**config.mk**
```make
export PLATFORM = sky130hd
export DESIGN_NAME = cmp_regs_top
export DESIGN_NICKNAME = d
export VERILOG_FILES = /design/src/cmp_regs_pkg.sv /design/src/cmp_chan_if.sv /design/src/cmp_channel.sv /design/src/cmp_regs_top.sv
export SDC_FILE = /design/constraint.sdc
export NUM_CORES = 1
export LEC_CHECK = 0
export BUFFER_PORTS_ARGS = -buffer_cell sky130_fd_sc_hd__buf_4
export CORE_ASPECT_RATIO = 1.4
export CORE_UTILIZATION = 30
export CTS_CLUSTER_DIAMETER = 150
export CTS_CLUSTER_SIZE = 8
export DETAILED_ROUTE_END_ITERATION = 8
export GPL_TIMING_DRIVEN = 0
export PLACE_DENSITY = 0.6
export SYNTH_ARGS = -nofsm -noshare
export SYNTH_HDL_FRONTEND = slang
export SYNTH_SLANG_ARGS = --single-unit
```
**constraint.sdc**
```tcl
create_clock -name aclk -period 1.6 [get_ports aclk]
set_clock_uncertainty 0.15 [all_clocks]
set_input_delay 0.08 -clock aclk [delete_from_list [all_inputs] [get_ports aclk]]
set_output_delay 0.08 -clock aclk [all_outputs]
set_load 0.03 [all_outputs]
```
**src/cmp_regs_pkg.sv**
```systemverilog
// Constants and types shared by the dual comparator register block.
// Overview of operation
// RL1 - Reset clears both control registers and the shared register to zero.
// RL2 - Control register bit 7 enables its comparator when one.
// RL3 - Result bit reads one when plus input exceeds minus, polarity clear.
// RL4 - Pin drive bit routes the result to the output pin, else internal.
// RL5 - Pin is driven only with pin drive, enable set and direction zero.
// RL6 - Invert bit flips the result for both readback and pin.
// RL7 - Speed bit set selects higher speed, clear selects low power.
// RL8 - Plus source bit picks internal reference node or external plus pin.
// RL9 - Two-bit channel code picks one of four shared minus pins.
// RL10 - Shared register bits 7 and 6 mirror both comparator results.
// RL11 - Reading the shared register leaves the mismatch latches alone.
// RL12 - Intref bit set routes variable reference, clear the fixed one.
// RL13 - Shared register bits 3 to 0 ignore writes and read zero.
// RL14 - Port reads return zero for every pin configured analog.
// RL15 - Control register read captures the result into the hold latch.
// RL16 - Any control register write also clears the mismatch.
// RL17 - Interrupt set pulse comes from the mismatch rising edge only.
// RL18 - A disabled comparator reads its invert bit as result.
// RL19 - Raw comparator decisions are synchronised before any use.
// RL20 - Mirror bits always equal the control register result bits.
package cmp_regs_pkg;

    // ------------------------------------------------------------
    // Register map
    // ------------------------------------------------------------
    localparam int OFS_W = 5;
    localparam logic [OFS_W-1:0] OFS_CTRL_ONE = 5'h00;
    localparam logic [OFS_W-1:0] OFS_CTRL_TWO = 5'h04;
    localparam logic [OFS_W-1:0] OFS_SHARED = 5'h08;
    localparam logic [OFS_W-1:0] OFS_PORT_VIEW = 5'h0c;
    localparam logic [OFS_W-1:0] OFS_ANALOG_MASK = 5'h10;

    // ------------------------------------------------------------
    // Field layout and reset values
    // ------------------------------------------------------------
    localparam int BIT_ENABLE = 7;
    localparam int BIT_RESULT = 6;
    localparam int BIT_PIN_DRIVE = 5;
    localparam int BIT_INVERT = 4;
    localparam int BIT_SPEED = 3;
    localparam int BIT_PLUS_SRC = 2;
    localparam int CHAN_MSB = 1;
    localparam int CHAN_LSB = 0;
    localparam int BIT_MIRROR_ONE = 7;
    localparam int BIT_MIRROR_TWO = 6;
    localparam int BIT_ISEL_ONE = 5;
    localparam int BIT_ISEL_TWO = 4;
    localparam logic [7:0] CTRL_RESET = 8'h00;
    localparam logic [7:0] SHARED_RESET = 8'h00;
    localparam logic [7:0] CTRL_WMASK = 8'hbf;
    localparam logic [7:0] SHARED_WMASK = 8'h30;
    localparam logic [1:0] RESP_OKAY = 2'b00;
    localparam logic [1:0] RESP_SLVERR = 2'b10;

    typedef enum logic [0:0] {
        ST_IDLE = 1'b0,
        ST_RESP = 1'b1
    } bus_state_type;

    typedef enum logic [2:0] {
        SEL_CTRL_ONE,
        SEL_CTRL_TWO,
        SEL_SHARED,
        SEL_PORT,
        SEL_MASK,
        SEL_NONE
    } reg_sel_type;

endpackage

```
**src/cmp_chan_if.sv**
```systemverilog
// Signals between the register front end and one comparator channel.
`timescale 1ns/1ps
interface cmp_chan_if;
    logic raw;
    logic enable;
    logic invert;
    logic pin_drive;
    logic dir_bit;
    logic capture;
    logic result;
    logic pin_out;
    logic pin_oe;
    logic irq_set;
    modport ctrl (
        output raw, enable, invert, pin_drive, dir_bit, capture,
        input result, pin_out, pin_oe, irq_set
    );
    modport chan (
        input raw, enable, invert, pin_drive, dir_bit, capture,
        output result, pin_out, pin_oe, irq_set
    );
endinterface

```
**src/cmp_channel.sv**
```systemverilog
// One comparator channel: synchroniser, result, mismatch and pin gate.
`timescale 1ns/1ps
module cmp_channel (
    input wire logic aclk,
    input wire logic aresetn,
    cmp_chan_if.chan ch
);
    import cmp_regs_pkg::*;

    typedef struct packed {
        logic s1;
        logic s2;
        logic s3;
        logic level;
        logic result;
        logic hold;
        logic mis;
        logic irq;
    } chan_state_type;

    chan_state_type st_q;
    chan_state_type st_d;
    logic mis_now;

    always_comb begin
        st_d = st_q;
        st_d.s1 = ch.raw; // RL19
        st_d.s2 = st_q.s1;
        st_d.s3 = st_q.s2;
        if (st_q.s2 == st_q.s3) begin
            st_d.level = st_q.s3;
        end
        // A disabled comparator shows its invert bit so software can
        // preset the hold latch before switching it on.
        if (ch.enable) begin
            st_d.result = st_q.level ^ ch.invert; // RL3 RL6
        end else begin
            st_d.result = ch.invert; // RL18
        end
        if (ch.capture) begin
            st_d.hold = st_q.result; // RL15 RL16
        end
        mis_now = st_q.hold ^ st_q.result;
        st_d.mis = mis_now;
        st_d.irq = mis_now & ~st_q.mis; // RL17
    end

    always_ff @(posedge aclk) begin
        if (!aresetn) begin
            st_q <= '0;
        end else begin
            st_q <= st_d;
        end
    end

    assign ch.result = st_q.result;
    assign ch.pin_out = st_q.result; // RL4 RL6
    assign ch.pin_oe = ch.pin_drive & ch.enable & ~ch.dir_bit; // RL5
    assign ch.irq_set = st_q.irq;

    chk_off_result: assert property ( // RL18
        @(posedge aclk) disable iff (!aresetn)
        !ch.enable ##1 !ch.enable |-> ch.result == $past(ch.invert))
        else $error("disabled result differs from invert bit");
    chk_result_pol: assert property ( // RL3
        @(posedge aclk) disable iff (!aresetn)
        ch.enable |=> ch.result == ($past(st_q.level) ^ $past(ch.invert)))
        else $error("result does not follow level and polarity");
    chk_pin_gate: assert property ( // RL5
        @(posedge aclk) disable iff (!aresetn)
        ch.pin_oe |-> ch.pin_drive && ch.enable && !ch.dir_bit)
        else $error("pin driven without all three conditions");
    chk_irq_edge: assert property ( // RL17
        @(posedge aclk) disable iff (!aresetn)
        ch.irq_set |-> $past(st_q.hold ^ st_q.result, 1) && !$past(st_q.mis))
        else $error("interrupt set without a mismatch edge");
    chk_capture_clear: assert property ( // RL16
        @(posedge aclk) disable iff (!aresetn)
        ch.capture ##1 $stable(st_q.result) |-> st_q.hold == st_q.result)
        else $error("capture did not clear the mismatch");

endmodule

```
**src/cmp_regs_top.sv**
```systemverilog
// Dual comparator control registers behind an AXI4-Lite slave.
`timescale 1ns/1ps
module cmp_regs_top #(
    parameter int ADDR_W = 8,
    parameter int PIN_COUNT = 8
) (
    input wire logic aclk,
    input wire logic aresetn,
    input wire logic s_axi_awvalid,
    output logic s_axi_awready,
    input wire logic [ADDR_W-1:0] s_axi_awaddr,
    input wire logic [2:0] s_axi_awprot,
    input wire logic s_axi_wvalid,
    output logic s_axi_wready,
    input wire logic [31:0] s_axi_wdata,
    input wire logic [3:0] s_axi_wstrb,
    output logic s_axi_bvalid,
    input wire logic s_axi_bready,
    output logic [1:0] s_axi_bresp,
    input wire logic s_axi_arvalid,
    output logic s_axi_arready,
    input wire logic [ADDR_W-1:0] s_axi_araddr,
    input wire logic [2:0] s_axi_arprot,
    output logic s_axi_rvalid,
    input wire logic s_axi_rready,
    output logic [31:0] s_axi_rdata,
    output logic [1:0] s_axi_rresp,
    input wire logic cmp_one_raw,
    input wire logic cmp_two_raw,
    input wire logic port_dir_one,
    input wire logic port_dir_two,
    input wire logic [PIN_COUNT-1:0] port_pins,
    output logic cmp_one_enable,
    output logic cmp_two_enable,
    output logic cmp_one_speed_sel,
    output logic cmp_two_speed_sel,
    output logic cmp_one_plus_src,
    output logic cmp_two_plus_src,
    output logic [1:0] cmp_one_minus_chan,
    output logic [1:0] cmp_two_minus_chan,
    output logic cmp_one_intref_sel,
    output logic cmp_two_intref_sel,
    output logic cmp_one_pin_out,
    output logic cmp_one_pin_oe,
    output logic cmp_two_pin_out,
    output logic cmp_two_pin_oe,
    output logic [1:0] cmp_irq_set
);
    import cmp_regs_pkg::*;

    // ------------------------------------------------------------
    // Elaboration checks
    // ------------------------------------------------------------
    // Only the low data byte carries register bits, so the port view
    // cannot hold more than eight pins.
    generate
        if (ADDR_W < OFS_W || ADDR_W > 32) begin : g_bad_addr
            $error("ADDR_W must lie between 5 and 32");
        end
        if (PIN_COUNT < 1 || PIN_COUNT > 8) begin : g_bad_pins
            $error("PIN_COUNT must lie between 1 and 8");
        end
    endgenerate

    // ------------------------------------------------------------
    // State
    // ------------------------------------------------------------
    typedef struct packed {
        bus_state_type wst;
        logic aw_have;
        logic [ADDR_W-1:0] aw_addr;
        logic w_have;
        logic [7:0] w_data;
        logic w_lane;
        logic [1:0] bresp;
        bus_state_type rst;
        logic [7:0] rdata;
        logic [1:0] rresp;
        logic [7:0] ctrl_one;
        logic [7:0] ctrl_two;
        logic [7:0] shared;
        logic [PIN_COUNT-1:0] mask;
        logic [PIN_COUNT-1:0] p1;
        logic [PIN_COUNT-1:0] p2;
        logic [PIN_COUNT-1:0] p3;
        logic [PIN_COUNT-1:0] pins;
    } top_state_type;

    top_state_type st_q;
    top_state_type st_d;

    cmp_chan_if one_if ();
    cmp_chan_if two_if ();

    reg_sel_type wr_sel;
    reg_sel_type rd_sel;
    logic do_write;
    logic rd_fire;
    logic [7:0] rd_val;
    logic [PIN_COUNT-1:0] pin_diff;

    // ------------------------------------------------------------
    // Helpers
    // ------------------------------------------------------------
    function automatic reg_sel_type decode(
        input logic [ADDR_W-1:0] addr
    );
        logic [ADDR_W-1:0] word;
        word = addr & ~ADDR_W'(3);
        if (word == ADDR_W'(OFS_CTRL_ONE)) begin
            return SEL_CTRL_ONE;
        end else if (word == ADDR_W'(OFS_CTRL_TWO)) begin
            return SEL_CTRL_TWO;
        end else if (word == ADDR_W'(OFS_SHARED)) begin
            return SEL_SHARED;
        end else if (word == ADDR_W'(OFS_PORT_VIEW)) begin
            return SEL_PORT;
        end else if (word == ADDR_W'(OFS_ANALOG_MASK)) begin
            return SEL_MASK;
        end
        return SEL_NONE;
    endfunction

    // The result bit is not stored here; it is overlaid on read.
    function automatic logic [7:0] ctrl_view(
        input logic [7:0] ctrl,
        input logic res
    );
        logic [7:0] v;
        v = ctrl & CTRL_WMASK;
        v[BIT_RESULT] = res;
        return v;
    endfunction

    // ------------------------------------------------------------
    // Handshakes
    // ------------------------------------------------------------
    assign wr_sel = decode(st_q.aw_addr);
    assign rd_sel = decode(s_axi_araddr);
    assign do_write = st_q.wst == ST_IDLE && st_q.aw_have && st_q.w_have;
    assign rd_fire = s_axi_arvalid && s_axi_arready;
    assign s_axi_awready = st_q.wst == ST_IDLE && !st_q.aw_have;
    assign s_axi_wready = st_q.wst == ST_IDLE && !st_q.w_have;
    assign s_axi_bvalid = st_q.wst == ST_RESP;
    assign s_axi_bresp = st_q.bresp;
    assign s_axi_arready = st_q.rst == ST_IDLE;
    assign s_axi_rvalid = st_q.rst == ST_RESP;
    assign s_axi_rdata = {24'h000000, st_q.rdata};
    assign s_axi_rresp = st_q.rresp;

    // ------------------------------------------------------------
    // Read mux
    // ------------------------------------------------------------
    always_comb begin
        rd_val = 8'h00;
        case (rd_sel)
            SEL_CTRL_ONE: begin
                rd_val = ctrl_view(st_q.ctrl_one, one_if.result); // RL3
            end
            SEL_CTRL_TWO: begin
                rd_val = ctrl_view(st_q.ctrl_two, two_if.result);
            end
            SEL_SHARED: begin
                rd_val = st_q.shared & SHARED_WMASK; // RL13
                rd_val[BIT_MIRROR_ONE] = one_if.result; // RL10 RL20
                rd_val[BIT_MIRROR_TWO] = two_if.result; // RL10 RL20
            end
            SEL_PORT: begin
                rd_val = 8'(st_q.pins & ~st_q.mask); // RL14
            end
            SEL_MASK: begin
                rd_val = 8'(st_q.mask);
            end
            default: begin
                rd_val = 8'h00;
            end
        endcase
    end

    // ------------------------------------------------------------
    // Next state
    // ------------------------------------------------------------
    assign pin_diff = st_q.p2 ^ st_q.p3;

    always_comb begin
        st_d = st_q;
        // Port pins pass three stages; a level counts once two agree.
        st_d.p1 = port_pins;
        st_d.p2 = st_q.p1;
        st_d.p3 = st_q.p2;
        st_d.pins = (st_q.p3 & ~pin_diff) | (st_q.pins & pin_diff);
        if (s_axi_awvalid && s_axi_awready) begin
            st_d.aw_have = 1'b1;
            st_d.aw_addr = s_axi_awaddr;
        end
        if (s_axi_wvalid && s_axi_wready) begin
            st_d.w_have = 1'b1;
            st_d.w_data = s_axi_wdata[7:0];
            st_d.w_lane = s_axi_wstrb[0];
        end
        case (st_q.wst)
            ST_IDLE: begin
                if (do_write) begin
                    st_d.wst = ST_RESP;
                    st_d.bresp = RESP_OKAY;
                    if (wr_sel == SEL_NONE) begin
                        st_d.bresp = RESP_SLVERR;
                    end
                    if (st_q.w_lane) begin
                        case (wr_sel)
                            SEL_CTRL_ONE: begin
                                st_d.ctrl_one = st_q.w_data & CTRL_WMASK; // RL2
                            end
                            SEL_CTRL_TWO: begin
                                st_d.ctrl_two = st_q.w_data & CTRL_WMASK; // RL2
                            end
                            SEL_SHARED: begin
                                st_d.shared = st_q.w_data & SHARED_WMASK; // RL13
                            end
                            SEL_MASK: begin
                                st_d.mask = st_q.w_data[PIN_COUNT-1:0];
                            end
                            default: begin
                                st_d.mask = st_q.mask;
                            end
                        endcase
                    end
                end
            end
            ST_RESP: begin
                if (s_axi_bready) begin
                    st_d.wst = ST_IDLE;
                    st_d.aw_have = 1'b0;
                    st_d.w_have = 1'b0;
                end
            end
            default: begin
                st_d.wst = ST_IDLE;
            end
        endcase
        case (st_q.rst)
            ST_IDLE: begin
                if (rd_fire) begin
                    st_d.rst = ST_RESP;
                    st_d.rdata = rd_val;
                    st_d.rresp = RESP_OKAY;
                    if (rd_sel == SEL_NONE) begin
                        st_d.rresp = RESP_SLVERR;
                    end
                end
            end
            ST_RESP: begin
                if (s_axi_rready) begin
                    st_d.rst = ST_IDLE;
                end
            end
            default: begin
                st_d.rst = ST_IDLE;
            end
        endcase
    end

    always_ff @(posedge aclk) begin
        if (!aresetn) begin
            st_q <= '0; // RL1
            st_q.ctrl_one <= CTRL_RESET; // RL1
            st_q.ctrl_two <= CTRL_RESET; // RL1
            st_q.shared <= SHARED_RESET; // RL1
        end else begin
            st_q <= st_d;
        end
    end

    // ------------------------------------------------------------
    // Comparator channels
    // ------------------------------------------------------------
    // A write goes through the same capture as a read, so the hold
    // latch takes the result seen before the new settings apply.
    assign one_if.raw = cmp_one_raw;
    assign one_if.enable = st_q.ctrl_one[BIT_ENABLE]; // RL2
    assign one_if.invert = st_q.ctrl_one[BIT_INVERT]; // RL6
    assign one_if.pin_drive = st_q.ctrl_one[BIT_PIN_DRIVE]; // RL4
    assign one_if.dir_bit = port_dir_one;
    assign one_if.capture = (rd_fire && rd_sel == SEL_CTRL_ONE) // RL15 RL11
        || (do_write && wr_sel == SEL_CTRL_ONE); // RL16
    assign two_if.raw = cmp_two_raw;
    assign two_if.enable = st_q.ctrl_two[BIT_ENABLE]; // RL2
    assign two_if.invert = st_q.ctrl_two[BIT_INVERT]; // RL6
    assign two_if.pin_drive = st_q.ctrl_two[BIT_PIN_DRIVE]; // RL4
    assign two_if.dir_bit = port_dir_two;
    assign two_if.capture = (rd_fire && rd_sel == SEL_CTRL_TWO) // RL15 RL11
        || (do_write && wr_sel == SEL_CTRL_TWO); // RL16

    cmp_channel u_chan_one (
        .aclk(aclk),
        .aresetn(aresetn),
        .ch(one_if.chan)
    );

    cmp_channel u_chan_two (
        .aclk(aclk),
        .aresetn(aresetn),
        .ch(two_if.chan)
    );

    // ------------------------------------------------------------
    // Analog controls and pins
    // ------------------------------------------------------------
    assign cmp_one_enable = st_q.ctrl_one[BIT_ENABLE]; // RL2
    assign cmp_two_enable = st_q.ctrl_two[BIT_ENABLE]; // RL2
    assign cmp_one_speed_sel = st_q.ctrl_one[BIT_SPEED]; // RL7
    assign cmp_two_speed_sel = st_q.ctrl_two[BIT_SPEED]; // RL7
    assign cmp_one_plus_src = st_q.ctrl_one[BIT_PLUS_SRC]; // RL8
    assign cmp_two_plus_src = st_q.ctrl_two[BIT_PLUS_SRC]; // RL8
    assign cmp_one_minus_chan = st_q.ctrl_one[CHAN_MSB:CHAN_LSB]; // RL9
    assign cmp_two_minus_chan = st_q.ctrl_two[CHAN_MSB:CHAN_LSB]; // RL9
    assign cmp_one_intref_sel = st_q.shared[BIT_ISEL_ONE]; // RL12
    assign cmp_two_intref_sel = st_q.shared[BIT_ISEL_TWO]; // RL12
    assign cmp_one_pin_out = one_if.pin_out; // RL4
    assign cmp_one_pin_oe = one_if.pin_oe; // RL5
    assign cmp_two_pin_out = two_if.pin_out; // RL4
    assign cmp_two_pin_oe = two_if.pin_oe; // RL5
    assign cmp_irq_set = {two_if.irq_set, one_if.irq_set}; // RL17

    // ------------------------------------------------------------
    // Checks
    // ------------------------------------------------------------
    chk_reset_zero: assert property ( // RL1
        @(posedge aclk)
        $rose(aresetn) |-> st_q.ctrl_one == CTRL_RESET
            && st_q.ctrl_two == CTRL_RESET && st_q.shared == SHARED_RESET)
        else $error("registers not cleared by reset");
    chk_enable_write: assert property ( // RL2
        @(posedge aclk) disable iff (!aresetn)
        do_write && wr_sel == SEL_CTRL_ONE && st_q.w_lane
        |=> cmp_one_enable == $past(st_q.w_data[BIT_ENABLE]))
        else $error("enable bit not taken from write data");
    chk_mirror_read: assert property ( // RL10
        @(posedge aclk) disable iff (!aresetn)
        rd_fire && rd_sel == SEL_SHARED
        |=> s_axi_rdata[BIT_MIRROR_ONE] == $past(one_if.result)
            && s_axi_rdata[BIT_MIRROR_TWO] == $past(two_if.result))
        else $error("mirror bits differ from results");
    chk_shared_low: assert property ( // RL13
        @(posedge aclk) disable iff (!aresetn)
        rd_fire && rd_sel == SEL_SHARED |=> s_axi_rdata[3:0] == 4'h0)
        else $error("unimplemented shared bits read nonzero");
    chk_mirror_quiet: assert property ( // RL11
        @(posedge aclk) disable iff (!aresetn)
        rd_fire && rd_sel == SEL_SHARED && !do_write
        |-> !one_if.capture && !two_if.capture)
        else $error("shared read disturbed the hold latches");
    chk_ctrl_capture: assert property ( // RL15
        @(posedge aclk) disable iff (!aresetn)
        rd_fire && rd_sel == SEL_CTRL_TWO |-> two_if.capture)
        else $error("control read did not capture");
    chk_write_clear: assert property ( // RL16
        @(posedge aclk) disable iff (!aresetn)
        do_write && wr_sel == SEL_CTRL_ONE |-> one_if.capture)
        else $error("control write did not clear mismatch");
    chk_analog_zero: assert property ( // RL14
        @(posedge aclk) disable iff (!aresetn)
        rd_fire && rd_sel == SEL_PORT
        |=> (s_axi_rdata[PIN_COUNT-1:0] & $past(st_q.mask)) == '0)
        else $error("analog pin read back nonzero");
    chk_intref_sel: assert property ( // RL12
        @(posedge aclk) disable iff (!aresetn)
        do_write && wr_sel == SEL_SHARED && st_q.w_lane
        |=> cmp_two_intref_sel == $past(st_q.w_data[BIT_ISEL_TWO]))
        else $error("reference select not taken from write data");
    chk_pin_oe_two: assert property ( // RL5
        @(posedge aclk) disable iff (!aresetn)
        cmp_two_pin_oe |-> cmp_two_enable && !port_dir_two)
        else $error("pin two driven while gated off");

endmodule

```
==> results.txt <==
----------------------------------------------------
[Floorplan]
  Cell Rows ... approximately 50
  Die area ... 0.0140 sq mm
  Number of top-level design ports ... 136
  Core footprint ... 0.0130 sq mm
  Floorplan die height ... approximately 140 um
  X dimension of the die ... ~100 um
  Starting Density ... between 30% and 40%

[Critical path]
  Type of the worst setup path ... flop to flop
  Arrival time at the worst endpoint ... roughly 1.6 ns
  CP peak stage delay ... ~0.36 ns
  Critical path launch point type ... flop
  Type of destination of the critical path ... flop
  Worst-path fanout max ... 7
  Worst path slowest cell ... dfxtp_4
  CP Cell Sequence ... and3b_1 > buf_6 > nand4_1 > buf_4 > nand3_1 > o21ai_0
  Worst Path Required ... about 1.7 ns
  Critical path origin ... s_axi_bvalid
  RR Startpoint ... s_axi_bvalid

[Power and ir drop]
  Relative contribution of the clock network to total power ... 42.5%
  Areal power density over the cells ... ~980 mW/mm^2
  Net switching share of the total power ... a little under a quarter
  Reported net switching power ... 1300 uW
  Cell internal pwr ... roughly 4300 uW
  Combinational share of power ... ~11%
  Share of power burned in registers ... a little under half
  Reported leakage power ... around 0.0024 uW
  Maximum resistive drop on vdd ... 0.000524 V

[Status]
  Run status ... completed

[Detailed routing]
  WL per Instance ... approximately 13 um
  DRC marker count from the first detailed-route iteration ... around 110
  Number of vias after detailed routing ... about 3400
  Final wirelength ... approximately 10000 um
  Remaining number of nets flagged by the antenna check after routing ... 0
  DRC errors left ... 0
  Vias per Instance ... about 4.5
  Detailed-routing iteration count for the pre-antenna-repair pass ... 4

[Yosys]
  Leading area contributor after synthesis ... dfxtp_1
  Sequential element share of the synthesized area ... about half
  Post-synth top flop ... dfxtp_1
  Number of instances in the synthesized netlist ... 444
  Number of enable flip-flop cells after synthesis ... 0
  Post-synth top area share ... ~50%
  Most frequent cell after synthesis ... dfxtp_1
  Count of yosys warnings during synthesis ... 0
  Mean instance size in the synthesized netlist ... between 9 and 10 sq um
  Largest cells by area after synthesis ... dfxtp_1 50%, buf_4 8.2%, and2_1 5.1%, nand2_1 4.8%, mux2i_1 4.2%
  Area of the mapped netlist ... roughly 0.0040 sq mm
  Synthesized flop and latch total ... between 100 and 150
  Library cells used by synthesis ... between 40 and 50
  Post-synthesis async set-or-reset flop share ... 0%
  Most used standard cells in the synthesized netlist ... 101 x dfxtp_1, 52 x nand2_1, 44 x buf_4, 33 x and2_1, 28 x o21ai_0

[GRT]
  Total routing resource utilization after global routing ... between 10% and 20%
  Wire length of the first global-routing pass ... ~16000 um
  Number of global-route vias before repair ... 3317
  GRT overflow ... 0
  Maximum number of pins on one net before global-route repair ... 17
  Antenna violations before repair ... 0

[Placed design]
  Last weighted congestion value of the routability-driven placer ... 0.883
  Number of port buffers ... 72
  Place WS ... -0.324 ns
  Cell count after placement ... 719
  HPWL after detailed placement ... between 7000 and 8000 um

[Finish]
  Number of nets in the final layout ... 667
  Count of antenna diodes in the layout ... 0
  Proportion of layout cells with a drive suffix above 1 ... ~28%
  Relative area change from synthesis to final layout ... 42.0%
  Cell Count, Final, Fillers Out ... 773
  Filler Cell Count ... ~1300

[CTS]
  Number of clock buffers inserted by TritonCTS ... 9
  Buffer type at the clock tree root ... clkbuf_16
  Clock transition time at the flip-flop clock pins of the worst setup and hold paths ... approximately 0.07 ns
  Number of clock sinks ... between 100 and 150
  Clock latency at the later pin of the worst-skew pair ... about 0.34 ns
  Clock tree from TritonCTS ... built
  Largest buffer count on any clock path ... 2
  H-tree depth ... 3

[Run]
  MaxCap Viol Count ... 0

[Timing]
  Worst Tran Pin Value ... 0.684 ns
  Minimum period implied by the final worst setup slack ... between 1.5 and 2 ns
  Highest Clock Rate ... between 0.6 and 0.7 GHz
  Final hold violations ... 0
  Unrepaired setup endpoints after global routing ... true
  Post-layout worst setup margin ... 0.0343 ns
  Setup violations, final ... 0
  Max transition margin ... between 50% and 60%
  Fraction of the cycle the final worst path needs ... between 90% and 100%
  Fin. max-slew vios ... 0

[Min path]
  Classification of the worst-slack hold path ... input pin to flop
  Startpoint of the tightest hold check path ... s_axi_araddr[5]

----------------------------------------------------
[per-layer routing]
metal  up-vias  part of all wire, %  GRT usage (%)  wire, um
met5         -                    0              0         0
li1       1734                    -              -         -
met3        20                  3.9           3.16       387
met1      1605                   39           15.6      3880
met2        82                   55           27.9      5490
met4         0                  3.0           7.25       301
[through the flow]
step                hold slack [ns]  total power (uW)  instance area [sq um]  setup TNS [ns]  utilization, %
finish                       0.0335              5640                   5740               0            44.2
global route                 0.0557              5870                   5740          -0.199            44.2
CTS                          0.0591              5690                   5650        -0.00170            43.5
detailed placement            0.140              3200                   4920           -6.20            37.8
global placement              0.141              3190                   4920           -4.95            37.8
floorplan                    0.0517              3020                   4150               0               -
[power by group through the flow]
| stage | Clock (uW) | Sequential, uW | Combinational, uW |
|---|---|---|---|
| after floorplan | 0 | 2680 | 342 |
| after global placement | 0 | 2680 | 505 |
| after global routing | 2570 | 2640 | 664 |
| after detailed placement | 0 | 2680 | 513 |
| final | 2390 | 2630 | 612 |
| after CTS | 2470 | 2630 | 590 |
[final cells by class]
cell class	count	area [sq um]	share of cell area [%]
Multi-Input combinational cell	301	1770	30.8
Inverter	5	18.8	0.327
Timing Repair Buffer	112	940	16.4
Tap cell	178	223	3.88
Sequential cell	101	2030	35.4
Buffer	60	428	7.45
Clock inverter	4	77.6	1.35
Clock buffer	12	256	4.47
[kinds of logic after synthesis]
| kind of cell | count (synthesis) | synth area share [%] |
|---|---|---|
| DFF | 101 | 50.0 |
| buffers and inverters | 67 | 10.5 |
| and+or+nand+nor | 167 | 21.6 |
| xor gates and xnor gates | 5 | 1.08 |
| AOI/OAI and AO/OA | 86 | 12.6 |
| other | 1 | 0.0927 |
| muxes | 17 | 4.21 |
[registers in the layout (all words and copies together), names as in the netlist, 2 cells and up, named ones only]
name	flops
u_chan_one.st_d	2
st_d	16
u_chan_two.st_q	4
cmp_one_minus_chan	2
u_chan_one.st_q	4
s_axi_rdata	8
st_q	35
u_chan_two.st_d	2
cmp_two_minus_chan	2
[worst paths after layout]
path / end / slack (ns) / cells past startpoint
max: cmp_two_minus_chan[0] / 0.03 / 6
min: s_axi_rdata[6] / 0.03 / 4
max reg2reg: cmp_two_minus_chan[0] / 0.03 / 6
min reg2reg: u_chan_one.ch.irq_set / 0.25 / 1
[worst max-delay path: cells and delay by family (launching register included)]
family	cells	cell delay [ns]
AND/OR/NAND/NOR	3	0.50
AO/OA/AOI/OAI	1	0.09
flip-flops	1	0.36
buffers and inverters	2	0.35
[cell usage in the layout (no fill, tap or decap), types with 10 or more instances in the layout]
| master | count |
|---|---|
| clkbuf_1 | 11 |
| o21ai_1 | 15 |
| nor2_1 | 23 |
| mux2i_1 | 17 |
| o21ai_0 | 20 |
| and2_1 | 31 |
| a21oi_1 | 26 |
| buf_4 | 120 |
| dlygate4sd3_1 | 33 |
| dfxtp_1 | 96 |
| nand2b_1 | 10 |
| nand3_1 | 11 |
| conb_1 | 26 |
| nand2_1 | 52 |
[timing repair]
item                       CTS  global route
hold endpoints to repair    34             0
resized for setup           17            24
hold buffers                33             0
setup buffers                3             3
pin swaps                    3             2
gates cloned                 1             0
setup endpoints to repair   24            29
(Power assumes the default switching activity.)
